--- src/clock_phase_diag_consts.vh ---
/*
 Constants for the clock-phase diagnostic access block: port indices,
 control field positions, reset values, bus geometry and the step pulse width.
 Assumes it is included by bare name and holds definitions only.
*/
`ifndef CLOCK_PHASE_DIAG_CONSTS_VH
`define CLOCK_PHASE_DIAG_CONSTS_VH

// Port indices; byte address on the bus is four times the index
`define PORT_OVF_IDX 8'h02
`define PORT_ADDR_IDX 8'h03
`define PORT_PHASE_IDX 8'h04
`define PORT_DATA_IDX 8'h05
`define PORT_CTRL_IDX 8'h0c

// Control port field positions
`define CTRL_SHIFT_BIT 0
`define CTRL_ADDR_HOLD_BIT 1
`define CTRL_PHASE_HOLD_BIT 4
`define CTRL_ACCESS_BIT 6
`define CTRL_STEP_EN_BIT 7

// Reset values
`define CTRL_RESET 8'h00
`define DATA_RESET 8'h00
`define PHASE_RESET 8'h00
`define ADDR_RESET 8'h00

// Bus geometry
`define ADDR_W 12
`define IDX_LSB 2
`define IDX_MSB 9

// Step pulse width in cycles of the 100 ns clock
`define STEP_PULSE_CYCLES 1

`endif

--- src/clock_phase_diag_access.v ---
/*
 Diagnostic load and readback path of the clock-phase generator and the
 acquisition address counter, reached by software over an APB slave.
 Assumes a 10 MHz clk_i, a synchronous active-low reset and an APB
 master on the same clock; the controller keeps the test sequence.
*/
`timescale 1ns/1ps
`include "clock_phase_diag_consts.vh"

module clock_phase_diag_access #(
   parameter WIDTH = 8
) (
   // Clock and reset
   input wire clk_i,
   input wire rst_n_i,
   // APB slave
   input wire psel_i,
   input wire penable_i,
   input wire pwrite_i,
   input wire [`ADDR_W-1:0] paddr_i,
   input wire [31:0] pwdata_i,
   output reg pready_o,
   output reg [31:0] prdata_o,
   output reg pslverr_o,
   // Diagnostic strobes
   output reg step_pulse_n_o,
   output reg readback_strobe_n_o,
   // Control levels
   output reg diag_step_enable_o,
   output reg phase_load_enable_n_o,
   // Internal state views
   output wire [WIDTH-1:0] internal_data_bus_o,
   output wire [WIDTH-1:0] phase_o,
   output wire [WIDTH-1:0] acq_address_counter_o,
   output wire overflow_o
);

   // Registers
   reg [7:0] ctrl_reg;
   reg [7:0] ctrl_next;
   reg [WIDTH-1:0] data_reg;
   reg [WIDTH-1:0] data_next;
   reg step_reg;
   reg step_next;
   reg [31:0] rdata_next;
   reg err_next;
   reg [7:0] phase_view;
   reg [WIDTH-1:0] count_view;

   // Decode
   wire access;
   wire wr_commit;
   wire rd_access;
   wire [7:0] idx;
   wire aligned;
   wire [3:0] phase_code;
   wire [WIDTH-1:0] phase_val;
   wire [WIDTH-1:0] count_val;
   wire overflow_val;

   // Port decode shared by read and write paths
   function valid_port;
      input [7:0] i;
      input wr;
      begin
         case (i)
            `PORT_OVF_IDX: valid_port = !wr;
            `PORT_ADDR_IDX: valid_port = !wr;
            `PORT_PHASE_IDX: valid_port = 1'b1;
            `PORT_DATA_IDX: valid_port = 1'b1;
            `PORT_CTRL_IDX: valid_port = 1'b1;
            default: valid_port = 1'b0;
         endcase
      end
   endfunction

   // Access phase waiting for its answer; one wait state is inserted
   assign access = psel_i & penable_i & ~pready_o;
   // A write lands only at the edge where the master samples ready high
   assign wr_commit = psel_i & penable_i & pready_o & pwrite_i & aligned;
   assign rd_access = access & ~pwrite_i;
   assign idx = paddr_i[`IDX_MSB:`IDX_LSB];
   assign aligned = (paddr_i[1:0] == 2'b00) && (paddr_i[`ADDR_W-1:`IDX_MSB+1] == 2'b00);

   // State views come straight from the flip-flops below
   assign internal_data_bus_o = data_reg;
   assign phase_o = phase_val;
   assign acq_address_counter_o = count_val;
   assign overflow_o = overflow_val;

   // Phase generator; the step enables one update on the pulse cycle
   phase_generator #(
      .WIDTH(WIDTH)
   ) u_phase (
      .clk_i(clk_i),
      .rst_n_i(rst_n_i),
      .step_i(step_reg),
      .load_n_i(phase_load_enable_n_o),
      .shift_i(ctrl_reg[`CTRL_SHIFT_BIT]),
      .data_i(data_reg),
      .phase_o(phase_val),
      .code_o(phase_code)
   );

   // Address counter clocked by the lowest phase output
   address_counter #(
      .WIDTH(WIDTH)
   ) u_addr (
      .clk_i(clk_i),
      .rst_n_i(rst_n_i),
      .phase_zero_i(phase_val[0]),
      .load_n_i(ctrl_reg[`CTRL_ADDR_HOLD_BIT]),
      .data_i(data_reg),
      .count_o(count_val),
      .overflow_o(overflow_val)
   );

   // Write landing on one given port
   function port_write;
      input en;
      input [7:0] i;
      input [7:0] port;
      begin
         port_write = en && (i == port);
      end
   endfunction

   // Control port write, taken at the edge where the master sees ready
   always @* begin
      ctrl_next = ctrl_reg;
      if (port_write(wr_commit, idx, `PORT_CTRL_IDX)) begin
         ctrl_next = pwdata_i[7:0];
      end
   end

   // Data byte: the data port, and the step port whose byte the step captures
   always @* begin
      data_next = data_reg;
      if (port_write(wr_commit, idx, `PORT_DATA_IDX) || port_write(wr_commit, idx, `PORT_PHASE_IDX)) begin
         data_next = pwdata_i[WIDTH-1:0];
      end
   end

   // Step request from a step port write, only while stepping is enabled
   always @* begin
      step_next = 1'b0;
      if (port_write(wr_commit, idx, `PORT_PHASE_IDX)) begin
         step_next = ctrl_reg[`CTRL_STEP_EN_BIT];
      end
   end

   // Phase code view, present only while the memory access enable is high
   always @* begin
      phase_view = 8'h00;
      if (ctrl_reg[`CTRL_ACCESS_BIT]) begin
         phase_view[7:4] = phase_code;
      end
   end

   // Counter view, routed only while the memory access enable is low
   always @* begin
      count_view = {WIDTH{1'b0}};
      if (!ctrl_reg[`CTRL_ACCESS_BIT]) begin
         count_view = count_val;
      end
   end

   // Refusal: unmapped, misaligned or read-only target
   always @* begin
      err_next = 1'b0;
      if (access) begin
         err_next = !(aligned && valid_port(idx, pwrite_i));
      end
   end

   // Read path: select the value for the addressed read port
   always @* begin
      rdata_next = 32'h0000_0000;
      if (rd_access && aligned) begin
         case (idx)
            `PORT_PHASE_IDX: begin
               rdata_next[7:0] = phase_view;
            end
            `PORT_ADDR_IDX: begin
               rdata_next[WIDTH-1:0] = count_view;
            end
            `PORT_OVF_IDX: begin
               rdata_next[0] = overflow_val;
            end
            `PORT_DATA_IDX: begin
               rdata_next[WIDTH-1:0] = data_reg;
            end
            `PORT_CTRL_IDX: begin
               rdata_next[7:0] = ctrl_reg;
            end
            default: begin
               rdata_next = 32'h0000_0000;
            end
         endcase
      end
   end

   // Ready: one cycle, at the edge after the access phase is taken
   always @(posedge clk_i) begin
      if (!rst_n_i) begin
         pready_o <= 1'b0;
      end else begin
         pready_o <= access;
      end
   end

   // Read data, presented together with ready
   always @(posedge clk_i) begin
      if (!rst_n_i) begin
         prdata_o <= 32'h0000_0000;
      end else begin
         prdata_o <= rdata_next;
      end
   end

   // Error flag, presented together with ready
   always @(posedge clk_i) begin
      if (!rst_n_i) begin
         pslverr_o <= 1'b0;
      end else begin
         pslverr_o <= err_next;
      end
   end

   // Control register
   always @(posedge clk_i) begin
      if (!rst_n_i) begin
         ctrl_reg <= `CTRL_RESET;
      end else begin
         ctrl_reg <= ctrl_next;
      end
   end

   // Data byte driving the internal data bus
   always @(posedge clk_i) begin
      if (!rst_n_i) begin
         data_reg <= `DATA_RESET;
      end else begin
         data_reg <= data_next;
      end
   end

   // Step request; enables one phase update in the following cycle
   always @(posedge clk_i) begin
      if (!rst_n_i) begin
         step_reg <= 1'b0;
      end else begin
         step_reg <= step_next;
      end
   end

   // Step pulse: low for the single cycle in which the phase register steps
   always @(posedge clk_i) begin
      if (!rst_n_i) begin
         step_pulse_n_o <= 1'b1;
      end else begin
         step_pulse_n_o <= ~step_next;
      end
   end

   // Readback strobe: low while the read answer is being presented
   always @(posedge clk_i) begin
      if (!rst_n_i) begin
         readback_strobe_n_o <= 1'b1;
      end else begin
         readback_strobe_n_o <= ~rd_access;
      end
   end

   // Step enable level follows control bit 7
   always @(posedge clk_i) begin
      if (!rst_n_i) begin
         diag_step_enable_o <= 1'b0;
      end else begin
         diag_step_enable_o <= ctrl_next[`CTRL_STEP_EN_BIT];
      end
   end

   // Load enable: low only while control bits 0 and 4 are both zero
   always @(posedge clk_i) begin
      if (!rst_n_i) begin
         phase_load_enable_n_o <= 1'b0;
      end else begin
         phase_load_enable_n_o <= ctrl_next[`CTRL_SHIFT_BIT] | ctrl_next[`CTRL_PHASE_HOLD_BIT];
      end
   end

endmodule // clock_phase_diag_access

--- src/phase_generator.v ---
/*
 Eight-bit clock-phase generator: parallel load or left rotate on a step,
 hold otherwise, plus its encoded readback code.
 Assumes one clock, a synchronous active-low reset and a one-cycle step.
*/
`timescale 1ns/1ps
`include "clock_phase_diag_consts.vh"

module phase_generator #(
   parameter WIDTH = 8
) (
   // Clock and reset
   input wire clk_i,
   input wire rst_n_i,
   // Step control
   input wire step_i,
   input wire load_n_i,
   input wire shift_i,
   input wire [WIDTH-1:0] data_i,
   // State
   output reg [WIDTH-1:0] phase_o,
   output reg [3:0] code_o
);

   reg [WIDTH-1:0] phase_next;

   // One-hot to code: top bit marks a one, low bits give its position
   function [3:0] encode;
      input [WIDTH-1:0] v;
      integer i;
      begin
         encode = 4'h0;
         for (i = 0; i < WIDTH; i = i + 1) begin
            if (v[i]) begin
               encode = {1'b1, i[2:0]};
            end
         end
      end
   endfunction

   // Next contents: only a step may change them
   always @* begin
      phase_next = phase_o;
      if (step_i) begin
         if (!load_n_i) begin
            phase_next = data_i;
         end else if (shift_i) begin
            phase_next = {phase_o[WIDTH-2:0], phase_o[WIDTH-1]};
         end
      end
   end

   // Contents and code registers
   always @(posedge clk_i) begin
      if (!rst_n_i) begin
         phase_o <= `PHASE_RESET;
         code_o <= 4'h0;
      end else begin
         phase_o <= phase_next;
         code_o <= encode(phase_next);
      end
   end

endmodule // phase_generator

--- src/address_counter.v ---
/*
 First-stage acquisition address counter with overflow flag.
 Assumes the phase generator's lowest bit as its clock source, sampled
 on the same system clock; a rising edge of that bit loads or counts.
*/
`timescale 1ns/1ps
`include "clock_phase_diag_consts.vh"

module address_counter #(
   parameter WIDTH = 8
) (
   // Clock and reset
   input wire clk_i,
   input wire rst_n_i,
   // Counter control
   input wire phase_zero_i,
   input wire load_n_i,
   input wire [WIDTH-1:0] data_i,
   // State
   output reg [WIDTH-1:0] count_o,
   output reg overflow_o
);

   reg phase_zero_reg;
   wire tick;

   // Rising edge of the lowest phase output is the counter clock
   assign tick = phase_zero_i & ~phase_zero_reg;

   // Load from the internal bus or count up; overflow is sticky until a load
   always @(posedge clk_i) begin
      if (!rst_n_i) begin
         phase_zero_reg <= 1'b0;
         count_o <= `ADDR_RESET;
         overflow_o <= 1'b0;
      end else begin
         phase_zero_reg <= phase_zero_i;
         if (tick) begin
            if (!load_n_i) begin
               count_o <= data_i;
               overflow_o <= 1'b0;
            end else begin
               count_o <= count_o + {{(WIDTH-1){1'b0}}, 1'b1};
               if (&count_o) begin
                  overflow_o <= 1'b1;
               end
            end
         end
      end
   end

endmodule // address_counter

--- config.mk ---
export PLATFORM = sky130hd
export DESIGN_NAME = clock_phase_diag_access
export DESIGN_NICKNAME = d
export VERILOG_FILES = /design/src/clock_phase_diag_access.v /design/src/phase_generator.v /design/src/address_counter.v
export VERILOG_INCLUDE_DIRS = /design/src /design/src/src
export SDC_FILE = /design/constraint.sdc
export NUM_CORES = 1
export LEC_CHECK = 0
export ABC_CLOCK_PERIOD_IN_PS = 3710
export BUFFER_PORTS_ARGS = -buffer_cell sky130_fd_sc_hd__buf_2
export CORE_UTILIZATION = 45
export DETAILED_ROUTE_END_ITERATION = 10
export PLACE_DENSITY = 0.76
export RECOVER_POWER = 100
export SLEW_MARGIN = 25
export SYNTH_ARGS = -nofsm -noshare
export SYNTH_HDL_FRONTEND = slang
export SYNTH_HIERARCHICAL = 1
export SYNTH_SLANG_ARGS = --single-unit
export TNS_END_PERCENT = 50
--- constraint.sdc ---
create_clock -name clk_i -period 3.71 [get_ports clk_i]
set_input_delay 0.1855 -clock clk_i [delete_from_list [all_inputs] [get_ports clk_i]]
set_output_delay 0.1855 -clock clk_i [all_outputs]
set_load 0.05 [all_outputs]
# Yosys cells after proc, flatten, opt, wreduce, memory -nomap -nowiden
# Index checks and enable logic that the tools add are counted.
[word_totals]
output_inout_bits = 63
mem_bits_ro = 0
ram_bits = 0
ff_bits = 77
latch_bits = 0
n_memories = 0
inputBits = 49
word_cells = 76
[classes]
bitwise_logic = 13
n_mux = 22
n_lt_le_gt_ge = 0
div = 0
n_reduce_logical = 17
addsub = 1
eq_ne = 6
n_shift = 0
multipliers = 0
[ops]
columns = ["operator", "n"]
rows = [
  ["2-to-1 mux 8 bit", 6],
  ["2-to-1 mux 4 bit", 9],
  ["one-hot mux 7 bit (4 select lines)", 1],
  ["equality test 8 x 2 -> 1 bit (second input constant)", 2],
  ["equality test 8 x 3 -> 1 bit (second input constant)", 2],
  ["adder 8 x 1 -> 8 bit (second input constant)", 1],
  ["equality test 8 x 4 -> 1 bit (second input constant)", 1],
  ["AND reduction 8 bit", 1],
  ["AND 1 bit", 7],
  ["logical AND 1 bit", 6],
  ["AND reduction 2 bit", 3],
  ["NOT 1 bit", 5],
  ["logical NOT 2 bit", 2],
  ["2-to-1 mux 1 bit", 4],
  ["one-hot mux 1 bit (4 select lines)", 1],
  ["OR reduction 3 bit", 1],
  ["logical NOT 1 bit", 2],
  ["inequality test 2 x 1 -> 1 bit (second input constant)", 1],
  ["one-hot mux 1 bit (2 select lines)", 1],
  ["OR reduction 2 bit", 1],
  ["logical OR 1 bit", 1],
  ["OR 1 bit", 1],
]

# Depth between registers and ports, before layout
# Gate-level depths: netlist (run 1).
[logic_depth]
depth_word = 11
mapped_depth = 6
ltp_nobuf = 5

# By module
# The synthesis (run 1) kept the hierarchy.
[by_module_without_submodules]
columns = ["mod", "area_each_um2", "seq_area_each_um2", "n_inst", "cells_each"]
rows = [
  ["clock_phase_diag_access", 1567.8, 600.6, 1, 177],
  ["address_counter", 579.3, 200.2, 1, 66],
  ["phase_generator", 545.5, 240.2, 1, 53],
]

# Worst setup path after synthesis (run 1)
# No wires, ideal clock.
[synth_path]
path_type = "flip-flop to flip-flop"
startpoint = "reg phase_load_enable_n_o"
endpoint = "reg u_phase.code_o[3]"
n_path_buf = 1
t_arrival_ns = 1.642
setup_time_ns = 0.146
period_less_slack_ns = 1.788
path_slack_ns = 1.922
required_time_ns = 3.564
stages_incl_launch_ff = 7
cell_sequence = "dfxtp_1 -> buf_6 -> nand2_2 -> o22ai_1 -> a2bb2oi_1 -> nor4_1 -> a41oi_1"
[synth_via]
elab_chain_len = 10
[synth_lines]
columns = ["item", "line_no", "rtl"]
rows = [
  ["start: declaration", "clock_phase_diag_access.v:30", "output reg phase_load_enable_n_o,"],
  ["start signal: assignment", "clock_phase_diag_access.v:289", "phase_load_enable_n_o <= ctrl_next[`CTRL_SHIFT_BIT] | ctrl_next[`CTRL_PHASE_HOLD_BIT];"],
  ["2-to-1 mux 8 bit (*)", "phase_generator.v:45", "if (!load_n_i) begin"],
  ["2-to-1 mux 8 bit (*)", "phase_generator.v:44", "if (step_i) begin"],
  ["2-to-1 mux 4 bit (7 in series)", "phase_generator.v:34", "if (v[i]) begin"],
  ["2-to-1 mux 4 bit (*)", "phase_generator.v:34", ""],
  ["end signal: assignment", "phase_generator.v:60", "code_o <= encode(phase_next);"],
  ["end: declaration", "phase_generator.v:22", "output reg [3:0] code_o"],
]
# Every way passes the cells marked *; elsewhere a longest branch is shown, timed or not.
# A chain may end at the register's enable or synchronous reset.

# Final worst setup path (run 1)
[layout_path]
startpoint = "reg pready_o"
endpoint = "reg data_reg[3] (netlist: internal_data_bus_o[3])"
[layout_via]
elab_chain_len = 5
elab_cells_between_ends = 6
classes_between = "bitwise: 3; reduce/logical: 3"
[layout_lines]
columns = ["item", "line_no", "rtl"]
rows = [
  ["start: declaration", "clock_phase_diag_access.v:22", "output reg pready_o,"],
  ["start signal: assignment", "clock_phase_diag_access.v:208", "pready_o <= access;"],
  ["AND 1 bit (*) (3 in series)", "clock_phase_diag_access.v:80", "assign wr_commit = psel_i & penable_i & pready_o & pwrite_i & aligned;"],
  ["logical AND 1 bit", "clock_phase_diag_access.v:124", "port_write = en && (i == port);"],
  ["logical OR 1 bit (*)", "clock_phase_diag_access.v:139", "if (port_write(wr_commit, idx, `PORT_DATA_IDX) || port_write(wr_commit, idx, `PORT_PHASE_IDX)) begin"],
  ["end signal: assignment", "clock_phase_diag_access.v:242", "data_reg <= `DATA_RESET;"],
  ["end signal: assignment", "clock_phase_diag_access.v:244", "data_reg <= data_next;"],
  ["end: declaration", "clock_phase_diag_access.v:41", "reg [WIDTH-1:0] data_reg;"],
]
# Marks and branches as above.

==> impl_summary.txt, run 1 <==
----------------------------------------------------
[Worst setup path]
  WP depth ... 3
  Slowest cell delay on critical path ... 1520 ps
  Endpoint of the worst-slack reg-to-reg timing path ... internal_data_bus_o[3]
  Depth of the worst register-to-register path ... 3
  Critical path arrival ... 2520 ps
  Crit-path leading delay family ... simple AND/OR/NAND/NOR gates
  Worst Path Max Fanout ... 8
  Worst endpoint required time ... 3830 ps
  Critical path type ... reg -> reg
  Sum of buffers and inverters on the critical path ... 0
  Launching element type of the critical path ... flip-flop
  Worst Setup EP ... internal_data_bus_o[3]
  Critical path capture point type ... flip-flop
  List of cells traversed by the critical path ... nand4_1 > nor4_1 > mux2i_1
  Crit path from ... pready_o
  Worst R2R Start ... pready_o
  R2R Setup Slk ... 1310 ps
  Slowest cell on the critical path ... sky130_fd_sc_hd__nor4_1

[Floorplan]
  Die Y-Extent ... 79.4 um
  Core area ... 5640 um^2
  Number of standard-cell rows in the floorplan ... 27
  DIE AREA ... 6300 um^2
  Total I/O pin count ... 112
  Die span in x ... 79.4 um
  Effective utilization at floorplan ... 47.7%

[Clock network]
  Worst-case clock buffer depth ... 2
  Clk pin slew, worst setup/hold paths ... 90 ps
  Post-CTS setup buffer count ... 0
  Buffer cell driving the clock tree root ... sky130_fd_sc_hd__clkbuf_8
  TritonCTS buffer count ... 5
  Clock Sink Count ... 52
  Post-cts repair resize count ... 0
  Cts hold-fix bufs ... 0
  Clock tree from TritonCTS ... done
  Skew-Pair Late Insertion Delay ... 310 ps
  CTS H-tree lvls ... 2

[Timing]
  Max-slew violations ... 9
  Setup total negative slack ... 0 ps
  Period Utilization, post-route ... 64.6%
  Final setup violation count ... 0
  Time the worst path needs with I/O delays and setup ... 2400 ps
  Max-slew headroom ... -33.9%
  Unrepaired setup endpoints after global routing ... no
  Fmax ... 0.417 GHz
  Worst clock skew ... 5.12 ps
  Slew @ Worst Pin ... 1990 ps
  Final hold viol count ... 0
  Final worst setup slack ... 1310 ps

[Synthesis]
  Share of the synthesized area in the top cell type ... 38.7%
  Most used DFF post-synth ... sky130_fd_sc_hd__dfxtp_1
  Leading area contributor after synthesis ... sky130_fd_sc_hd__dfxtp_1
  Fraction of synthesis flops using an asynchronous set or reset pin ... 0%
  Count of flip-flops with a built-in enable after synthesis ... 0
  Register bit count reported by yosys ... 52
  Part of the Yosys area used for sequential elements ... 38.7%
  Synthesized cell area ... 2690 um^2
  Leading cell types by total area after synthesis ... sky130_fd_sc_hd__dfxtp_1 39%, sky130_fd_sc_hd__mux2i_1 6.7%, sky130_fd_sc_hd__buf_4 6.7%
  Synthesized instance count ... 296
  Count of yosys warnings during synthesis ... 6
  Synth unique cells ... 54
  Synth Area per Inst ... 9.10 um^2

[Min path]
  Class of the tightest hold or removal check ... in -> reg

[GRT]
  Leftover overflow at the end of global routing ... 0
  Maximum number of pins on one net before global-route repair ... 39
  Via count of the first global-routing pass ... 2,126
  First-pass GRT wire length ... 10.1 mm
  Number of antenna violations at the first check in global routing ... 0
  Total Routing Usage GR ... 20.8%

[Route]
  Iteration-0 DRC Markers ... 170
  Wire length on met3 ... 385 um
  DR WL/cell ... 15.3 um
  Number of vias per cell after detailed routing ... 5.54
  Final wirelength ... 6.52 mm
  Post-route antenna net violation count ... 0
  Total routed wire length on the met1 layer ... 3.01 mm
  Number of optimization iterations in the first detailed-route pass ... 6
  Vias ... 2,364
  Highest metal used ... met4
  Total DRC errors in the routed layout ... 0
  Amount of wire on met2 after detailed routing ... 2.99 mm

[Layout]
  Number of inserted diodes ... 0
  Total number of nets in the final design ... 405
  Proportion of layout cells with a drive suffix above 1 ... 11.8%
  Layout filler cell count ... 564
  Area growth from synthesis to layout ... 11.1%

[Pwr]
  Maximum resistive drop on vdd ... 171 uV
  Power per cell area ... 373 nW/um^2
  Leakage Power ... 0.00103 uW

[Run]
  Count of max-cap constraint violations ... 2

[Placed design]
  Final Wtd Congestion ... 0.801
  Setup WS pre-CTS ... 1900 ps
  HPWL Detailed ... 4.63 mm
  Quantity of I/O buffers inserted on ports ... 63

[Run status]
  Failing checks ... capacitance limit, slew limit
  Outcome ... complete, but fails checks

----------------------------------------------------
## cell families (layout without fill, tap and decap cells)
logic type      Yosys count  after routing  synth area share [%]
other cells               1             24                 0.139
buf+inv                  44             80                  10.4
fa+ha+maj                 1              1                 0.465
mux                      18             18                  6.69
simple gates            110            110                  24.4
flops                    52             52                  38.7
compound gates           69             69                  18.9
xor+xnor                  1              1                 0.325
## cells in the final DEF (no fill, tap or decap), types with 3 or more instances in the layout
master and n:
sky130_fd_sc_hd__nor2b_1 7, sky130_fd_sc_hd__and3b_1 3, sky130_fd_sc_hd__clkbuf_1 40, sky130_fd_sc_hd__a21oi_1 9
sky130_fd_sc_hd__o2bb2ai_1 3, sky130_fd_sc_hd__inv_1 8, sky130_fd_sc_hd__o21ai_0 10, sky130_fd_sc_hd__a211oi_1 3
sky130_fd_sc_hd__a2bb2oi_1 7, sky130_fd_sc_hd__or4_1 5, sky130_fd_sc_hd__a22oi_1 8, sky130_fd_sc_hd__a22o_1 3
sky130_fd_sc_hd__nor2_1 15, sky130_fd_sc_hd__o22ai_1 9, sky130_fd_sc_hd__nor3_1 5, sky130_fd_sc_hd__nand2b_1 7
sky130_fd_sc_hd__dfxtp_1 52, sky130_fd_sc_hd__nand2_1 32, sky130_fd_sc_hd__nand4_1 3, sky130_fd_sc_hd__a32o_1 3
sky130_fd_sc_hd__a31oi_1 5, sky130_fd_sc_hd__and2_1 5, sky130_fd_sc_hd__nand3_1 4, sky130_fd_sc_hd__mux2i_1 18
sky130_fd_sc_hd__buf_2 23, sky130_fd_sc_hd__clkbuf_8 5, sky130_fd_sc_hd__conb_1 24, sky130_fd_sc_hd__o211ai_1 3
## worst min-delay path by stage
stage           startpoint                      to  slack, ps  depth (start not counted)
2_1_floorplan     pwrite_i     readback_strobe_n_o        300                          2
3_3_place_gp   ctrl_reg[5]             ctrl_reg[5]        450                          2
3_5_place_dp      pwrite_i     readback_strobe_n_o        460                          3
4_1_cts           pwrite_i     readback_strobe_n_o        140                          3
5_1_grt        pwdata_i[7]  internal_data_bus_o[7]        140                          3
6_report       pwdata_i[3]             ctrl_reg[3]        150                          3
## per-stage QoR
stage          utilization [%]  total power [uW]  cells  cell area [um^2]  hold slack, ps
3_5_place_dp              52.3               678    420              2950             457
4_1_cts                   54.6              1120    427              3080             141
6_report                  53.0              1110    427              2990             147
2_1_floorplan                -               674    319              2780             296
3_3_place_gp              52.3               677    420              2950             447
5_1_grt                   53.0              1150    427              2990             141
## power breakdown
group | leakage [uW] | internal, uW | total [uW] | switching, uW
sequential | 0.000419 | 559 | 559 | 0.556
clock | 0.0000642 | 265 | 451 | 185
combinational | 0.000548 | 17.5 | 105 | 87.3
## routing by layer
metal | vias up | global-route usage, %
met5 | - | 0
met4 | 0 | 11.1
met3 | 11 | 3.45
met2 | 102 | 32.0
met1 | 1096 | 27.5
li1 | 1155 | -
## layout make-up
type,instances,area [um^2],area share (%)
Clock inverter,2,60.1,2.01
Tap cell,72,90.1,3.01
Sequential cell,52,1040,34.8
Clock buffer,5,68.8,2.30
Multi-Input combinational cell,223,1420,47.6
Inverter,9,33.8,1.13
Timing Repair Buffer,64,273,9.12
## worst reg2reg max path: stages (launching register included)
cell and delay, ps:
sky130_fd_sc_hd__dfxtp_1 370, sky130_fd_sc_hd__nand4_1 130, sky130_fd_sc_hd__nor4_1 1520, sky130_fd_sc_hd__mux2i_1 190
## cell usage after synthesis, types with 4 or more instances
cell type                   number
sky130_fd_sc_hd__a21oi_1         9
sky130_fd_sc_hd__a22oi_1         8
sky130_fd_sc_hd__a2bb2oi_1       6
sky130_fd_sc_hd__a31oi_1         5
sky130_fd_sc_hd__and2_1          7
sky130_fd_sc_hd__buf_4          24
sky130_fd_sc_hd__clkbuf_1        6
sky130_fd_sc_hd__dfxtp_1        52
sky130_fd_sc_hd__inv_1           8
sky130_fd_sc_hd__mux2i_1        18
sky130_fd_sc_hd__nand2_1        32
sky130_fd_sc_hd__nand2b_1        7
sky130_fd_sc_hd__nand3_1         4
sky130_fd_sc_hd__nor2_1         15
sky130_fd_sc_hd__nor2b_1         7
sky130_fd_sc_hd__nor3_1          5
sky130_fd_sc_hd__o21ai_0        10
sky130_fd_sc_hd__o22ai_1         9
sky130_fd_sc_hd__or4_1           5
No activity file was read; power rests on OpenSTA's default activity.
==> inputs of run 2 (changes only) <==
ABC_CLOCK_PERIOD_IN_PS = 1950   (was 3710)
CORE_UTILIZATION = 43   (was 45)
clock period = 1.95 ns   (was 3.71 ns; I/O delays follow)
==> run 2 against run 1 <==
The run now ends clean. Maximum frequency increased by 42%. Global-route usage increased by 0.47 points. Sequential share of layout area decreased by 0.087 points. Largest cell class unchanged. Largest power group unchanged. Highest routed layer unchanged.
==> impl_summary.txt, run 2 (synthesized netlist as in run 1, its figures left out) <==
----------------------------------------------------
[Run status]
  Outcome ... completed

[Timing]
  Worst clock skew ... 14.3 ps (+9.15 ps)
  Unrepaired setup endpoints after global routing ... no
  Time the worst path needs with I/O delays and setup ... 1690 ps (-705 ps)
  Period Utilization, post-route ... 86.7% (+22 points)
  Max-slew headroom ... 55.1% (+89 points)
  Final worst setup slack ... 260 ps (-1050 ps)
  Fmax ... 0.592 GHz (+42%)
  Final setup violation count ... 0 (unchanged)
  Setup total negative slack ... 0 ps (unchanged)
  Max-slew violations ... 0 (-9)
  Slew @ Worst Pin ... 673 ps (-1320 ps)
  Final hold viol count ... 0 (unchanged)

[GRT]
  Via count of the first global-routing pass ... 2,136 (+0.47%)
  Maximum number of pins on one net before global-route repair ... 27 (-31%)
  Total Routing Usage GR ... 21.2% (+0.47 points)
  First-pass GRT wire length ... 10.5 mm (+3.9%)
  Leftover overflow at the end of global routing ... 0 (unchanged)
  Number of antenna violations at the first check in global routing ... 0 (unchanged)

[Worst setup path]
  Critical path type ... reg -> reg
  Slowest cell on the critical path ... sky130_fd_sc_hd__dfxtp_1
  Depth of the worst register-to-register path ... 5 (+2)
  Slowest cell delay on critical path ... 430 ps (-1090 ps)
  Worst R2R Start ... ctrl_reg[0]
  Sum of buffers and inverters on the critical path ... 1 (+1)
  Worst Path Max Fanout ... 9 (+1)
  R2R Setup Slk ... 260 ps (-1050 ps)
  Endpoint of the worst-slack reg-to-reg timing path ... u_phase/code_o[0]
  List of cells traversed by the critical path ... inv_1 > a21boi_4 > a2bb2oi_1 > nor2b_1 > o41ai_2
  Crit-path leading delay family ... compound AO/OA/AOI/OAI gates
  Critical path arrival ... 1910 ps (-610 ps)
  Critical path capture point type ... flip-flop
  Worst endpoint required time ... 2170 ps (-1660 ps)
  Launching element type of the critical path ... flip-flop

[Pwr]
  Leakage Power ... 0.00105 uW (+1.7%)
  Maximum resistive drop on vdd ... 413 uV (+140%)
  Power per cell area ... 625 nW/um^2 (+68%)

[Min path]
  Class of the tightest hold or removal check ... in -> reg
  Hold worst-path end ... internal_data_bus_o[3]
  Instance count along the most critical hold path ... 3 (unchanged)
  Hold Crit Start ... pwdata_i[3]

[Layout]
  Final Cell Area ... 3000 um^2 (+0.25%)
  Area taken by flip-flops and latches ... 1040 um^2 (unchanged)
  Most common cell after layout, fill and taps aside ... sky130_fd_sc_hd__dfxtp_1
  Multi-input gate area ... 1410 um^2 (-0.88%)
  Total number of nets in the final design ... 414 (+2.2%)
  Area growth from synthesis to layout ... 11.3%
  Most frequent cells in the layout ... 52 x sky130_fd_sc_hd__dfxtp_1, 44 x sky130_fd_sc_hd__clkbuf_1, 33 x sky130_fd_sc_hd__nand2_1
  Number of inserted diodes ... 0 (unchanged)
  Layout filler cell count ... 586 (+3.9%)
  Proportion of layout cells with a drive suffix above 1 ... 12.6% (+0.77 points)

[Clock network]
  CTS H-tree lvls ... 2 (unchanged)
  Post-CTS setup buffer count ... 0 (unchanged)
  Worst-case clock buffer depth ... 2 (unchanged)
  Cts hold-fix bufs ... 0 (unchanged)
  Clock Sink Count ... 52 (unchanged)
  Post-cts repair resize count ... 0 (unchanged)
  Skew-Pair Late Insertion Delay ... 310 ps (about the same)
  TritonCTS buffer count ... 5 (unchanged)
  Buffer cell driving the clock tree root ... sky130_fd_sc_hd__clkbuf_8
  Clock tree from TritonCTS ... done
  Clk pin slew, worst setup/hold paths ... 90 ps (about the same)

[Run]
  Count of max-cap constraint violations ... 0 (-2)

[Route]
  Final wirelength ... 6.66 mm (+2.2%)
  Vias ... 2,414 (+2.1%)
  Number of vias per cell after detailed routing ... 5.49 (-0.90%)
  Number of optimization iterations in the first detailed-route pass ... 4 (-2)
  DR WL/cell ... 15.1 um (-0.83%)
  Post-route antenna net violation count ... 0 (unchanged)
  Iteration-0 DRC Markers ... 191 (+12%)
  Total DRC errors in the routed layout ... 0 (unchanged)

[Floorplan]
  Total I/O pin count ... 112 (unchanged)
  Effective utilization at floorplan ... 44.9% (-2.8 points)
  Die Y-Extent ... 81.1 um (+2.2%)
  Core area ... 5990 um^2 (+6.2%)
  Number of standard-cell rows in the floorplan ... 28 (+3.7%)
  Die span in x ... 81.1 um (+2.2%)
  DIE AREA ... 6580 um^2 (+4.5%)

[Placed design]
  Setup WS pre-CTS ... 241 ps (-1660 ps)
  HPWL Detailed ... 4.91 mm (+6.0%)
  Final Wtd Congestion ... 0.868 (+8.3%)
  Quantity of I/O buffers inserted on ports ... 63 (unchanged)
  Placed Area ... 3020 um^2 (+2.4%)

----------------------------------------------------
==> run 2: layout make-up <==
class / instances / area share [%]
Multi-Input combinational cell: 223 / 47.1
Clock buffer: 6 / 2.42
Tap cell: 75 / 3.13
Inverter: 9 / 1.13
Clock inverter: 2 / 0.543
Sequential cell: 52 / 34.7
Timing Repair Buffer: 73 / 11.0
==> run 2: per-stage QoR <==
| stage | hold slack, ps | total power (uW) | cells | utilization [%] |
|---|---|---|---|---|
| 2_1_floorplan | 208 | 1280 | 319 | - |
| 3_3_place_gp | 361 | 1290 | 432 | 50.5 |
| 3_5_place_dp | 369 | 1290 | 432 | 50.5 |
| 4_1_cts | 46.9 | 1890 | 440 | 51.9 |
| 5_1_grt | 54.7 | 1950 | 440 | 50.0 |
| 6_report | 53.1 | 1870 | 440 | 50.0 |
==> run 2: power by group <==
group | switching [uW] | total (uW) | internal, uW
clock | 352 | 608 | 256
sequential | 1.05 | 1060 | 1060
combinational | 166 | 202 | 35.2
total | 519 | 1870 | 1350
==> run 2: worst max path at each step <==
stage	slack [ps]	from	depth (start not counted)	to
after CTS	380	ctrl_reg[0]	5	u_phase/code_o[3]
after global routing	140	pready_o	4	ctrl_reg[0]
after detailed placement	240	paddr_i[1]	5	step_pulse_n_o
after global placement	250	paddr_i[1]	5	step_pulse_n_o
final	260	ctrl_reg[0]	5	u_phase/code_o[0]
after floorplan	160	phase_load_enable_n_o	6	u_phase/code_o[3]
==> run 2: layer usage <==
metal / vias up / GRT usage (%) / share of wire [%]
met4: 0 / 8.39 / 1.5
met1: 1110 / 29.3 / 44
li1: 1163 / - / -
met5: - / 0 / 0
met2: 127 / 32.0 / 46
met3: 14 / 4.49 / 7.7
==> run 2: worst reg2reg max path: stages (launching register included) <==
cell	delay [ps]
sky130_fd_sc_hd__dfxtp_1	430
sky130_fd_sc_hd__inv_1	100
sky130_fd_sc_hd__a21boi_4	290
sky130_fd_sc_hd__a2bb2oi_1	370
sky130_fd_sc_hd__nor2b_1	110
sky130_fd_sc_hd__o41ai_2	300
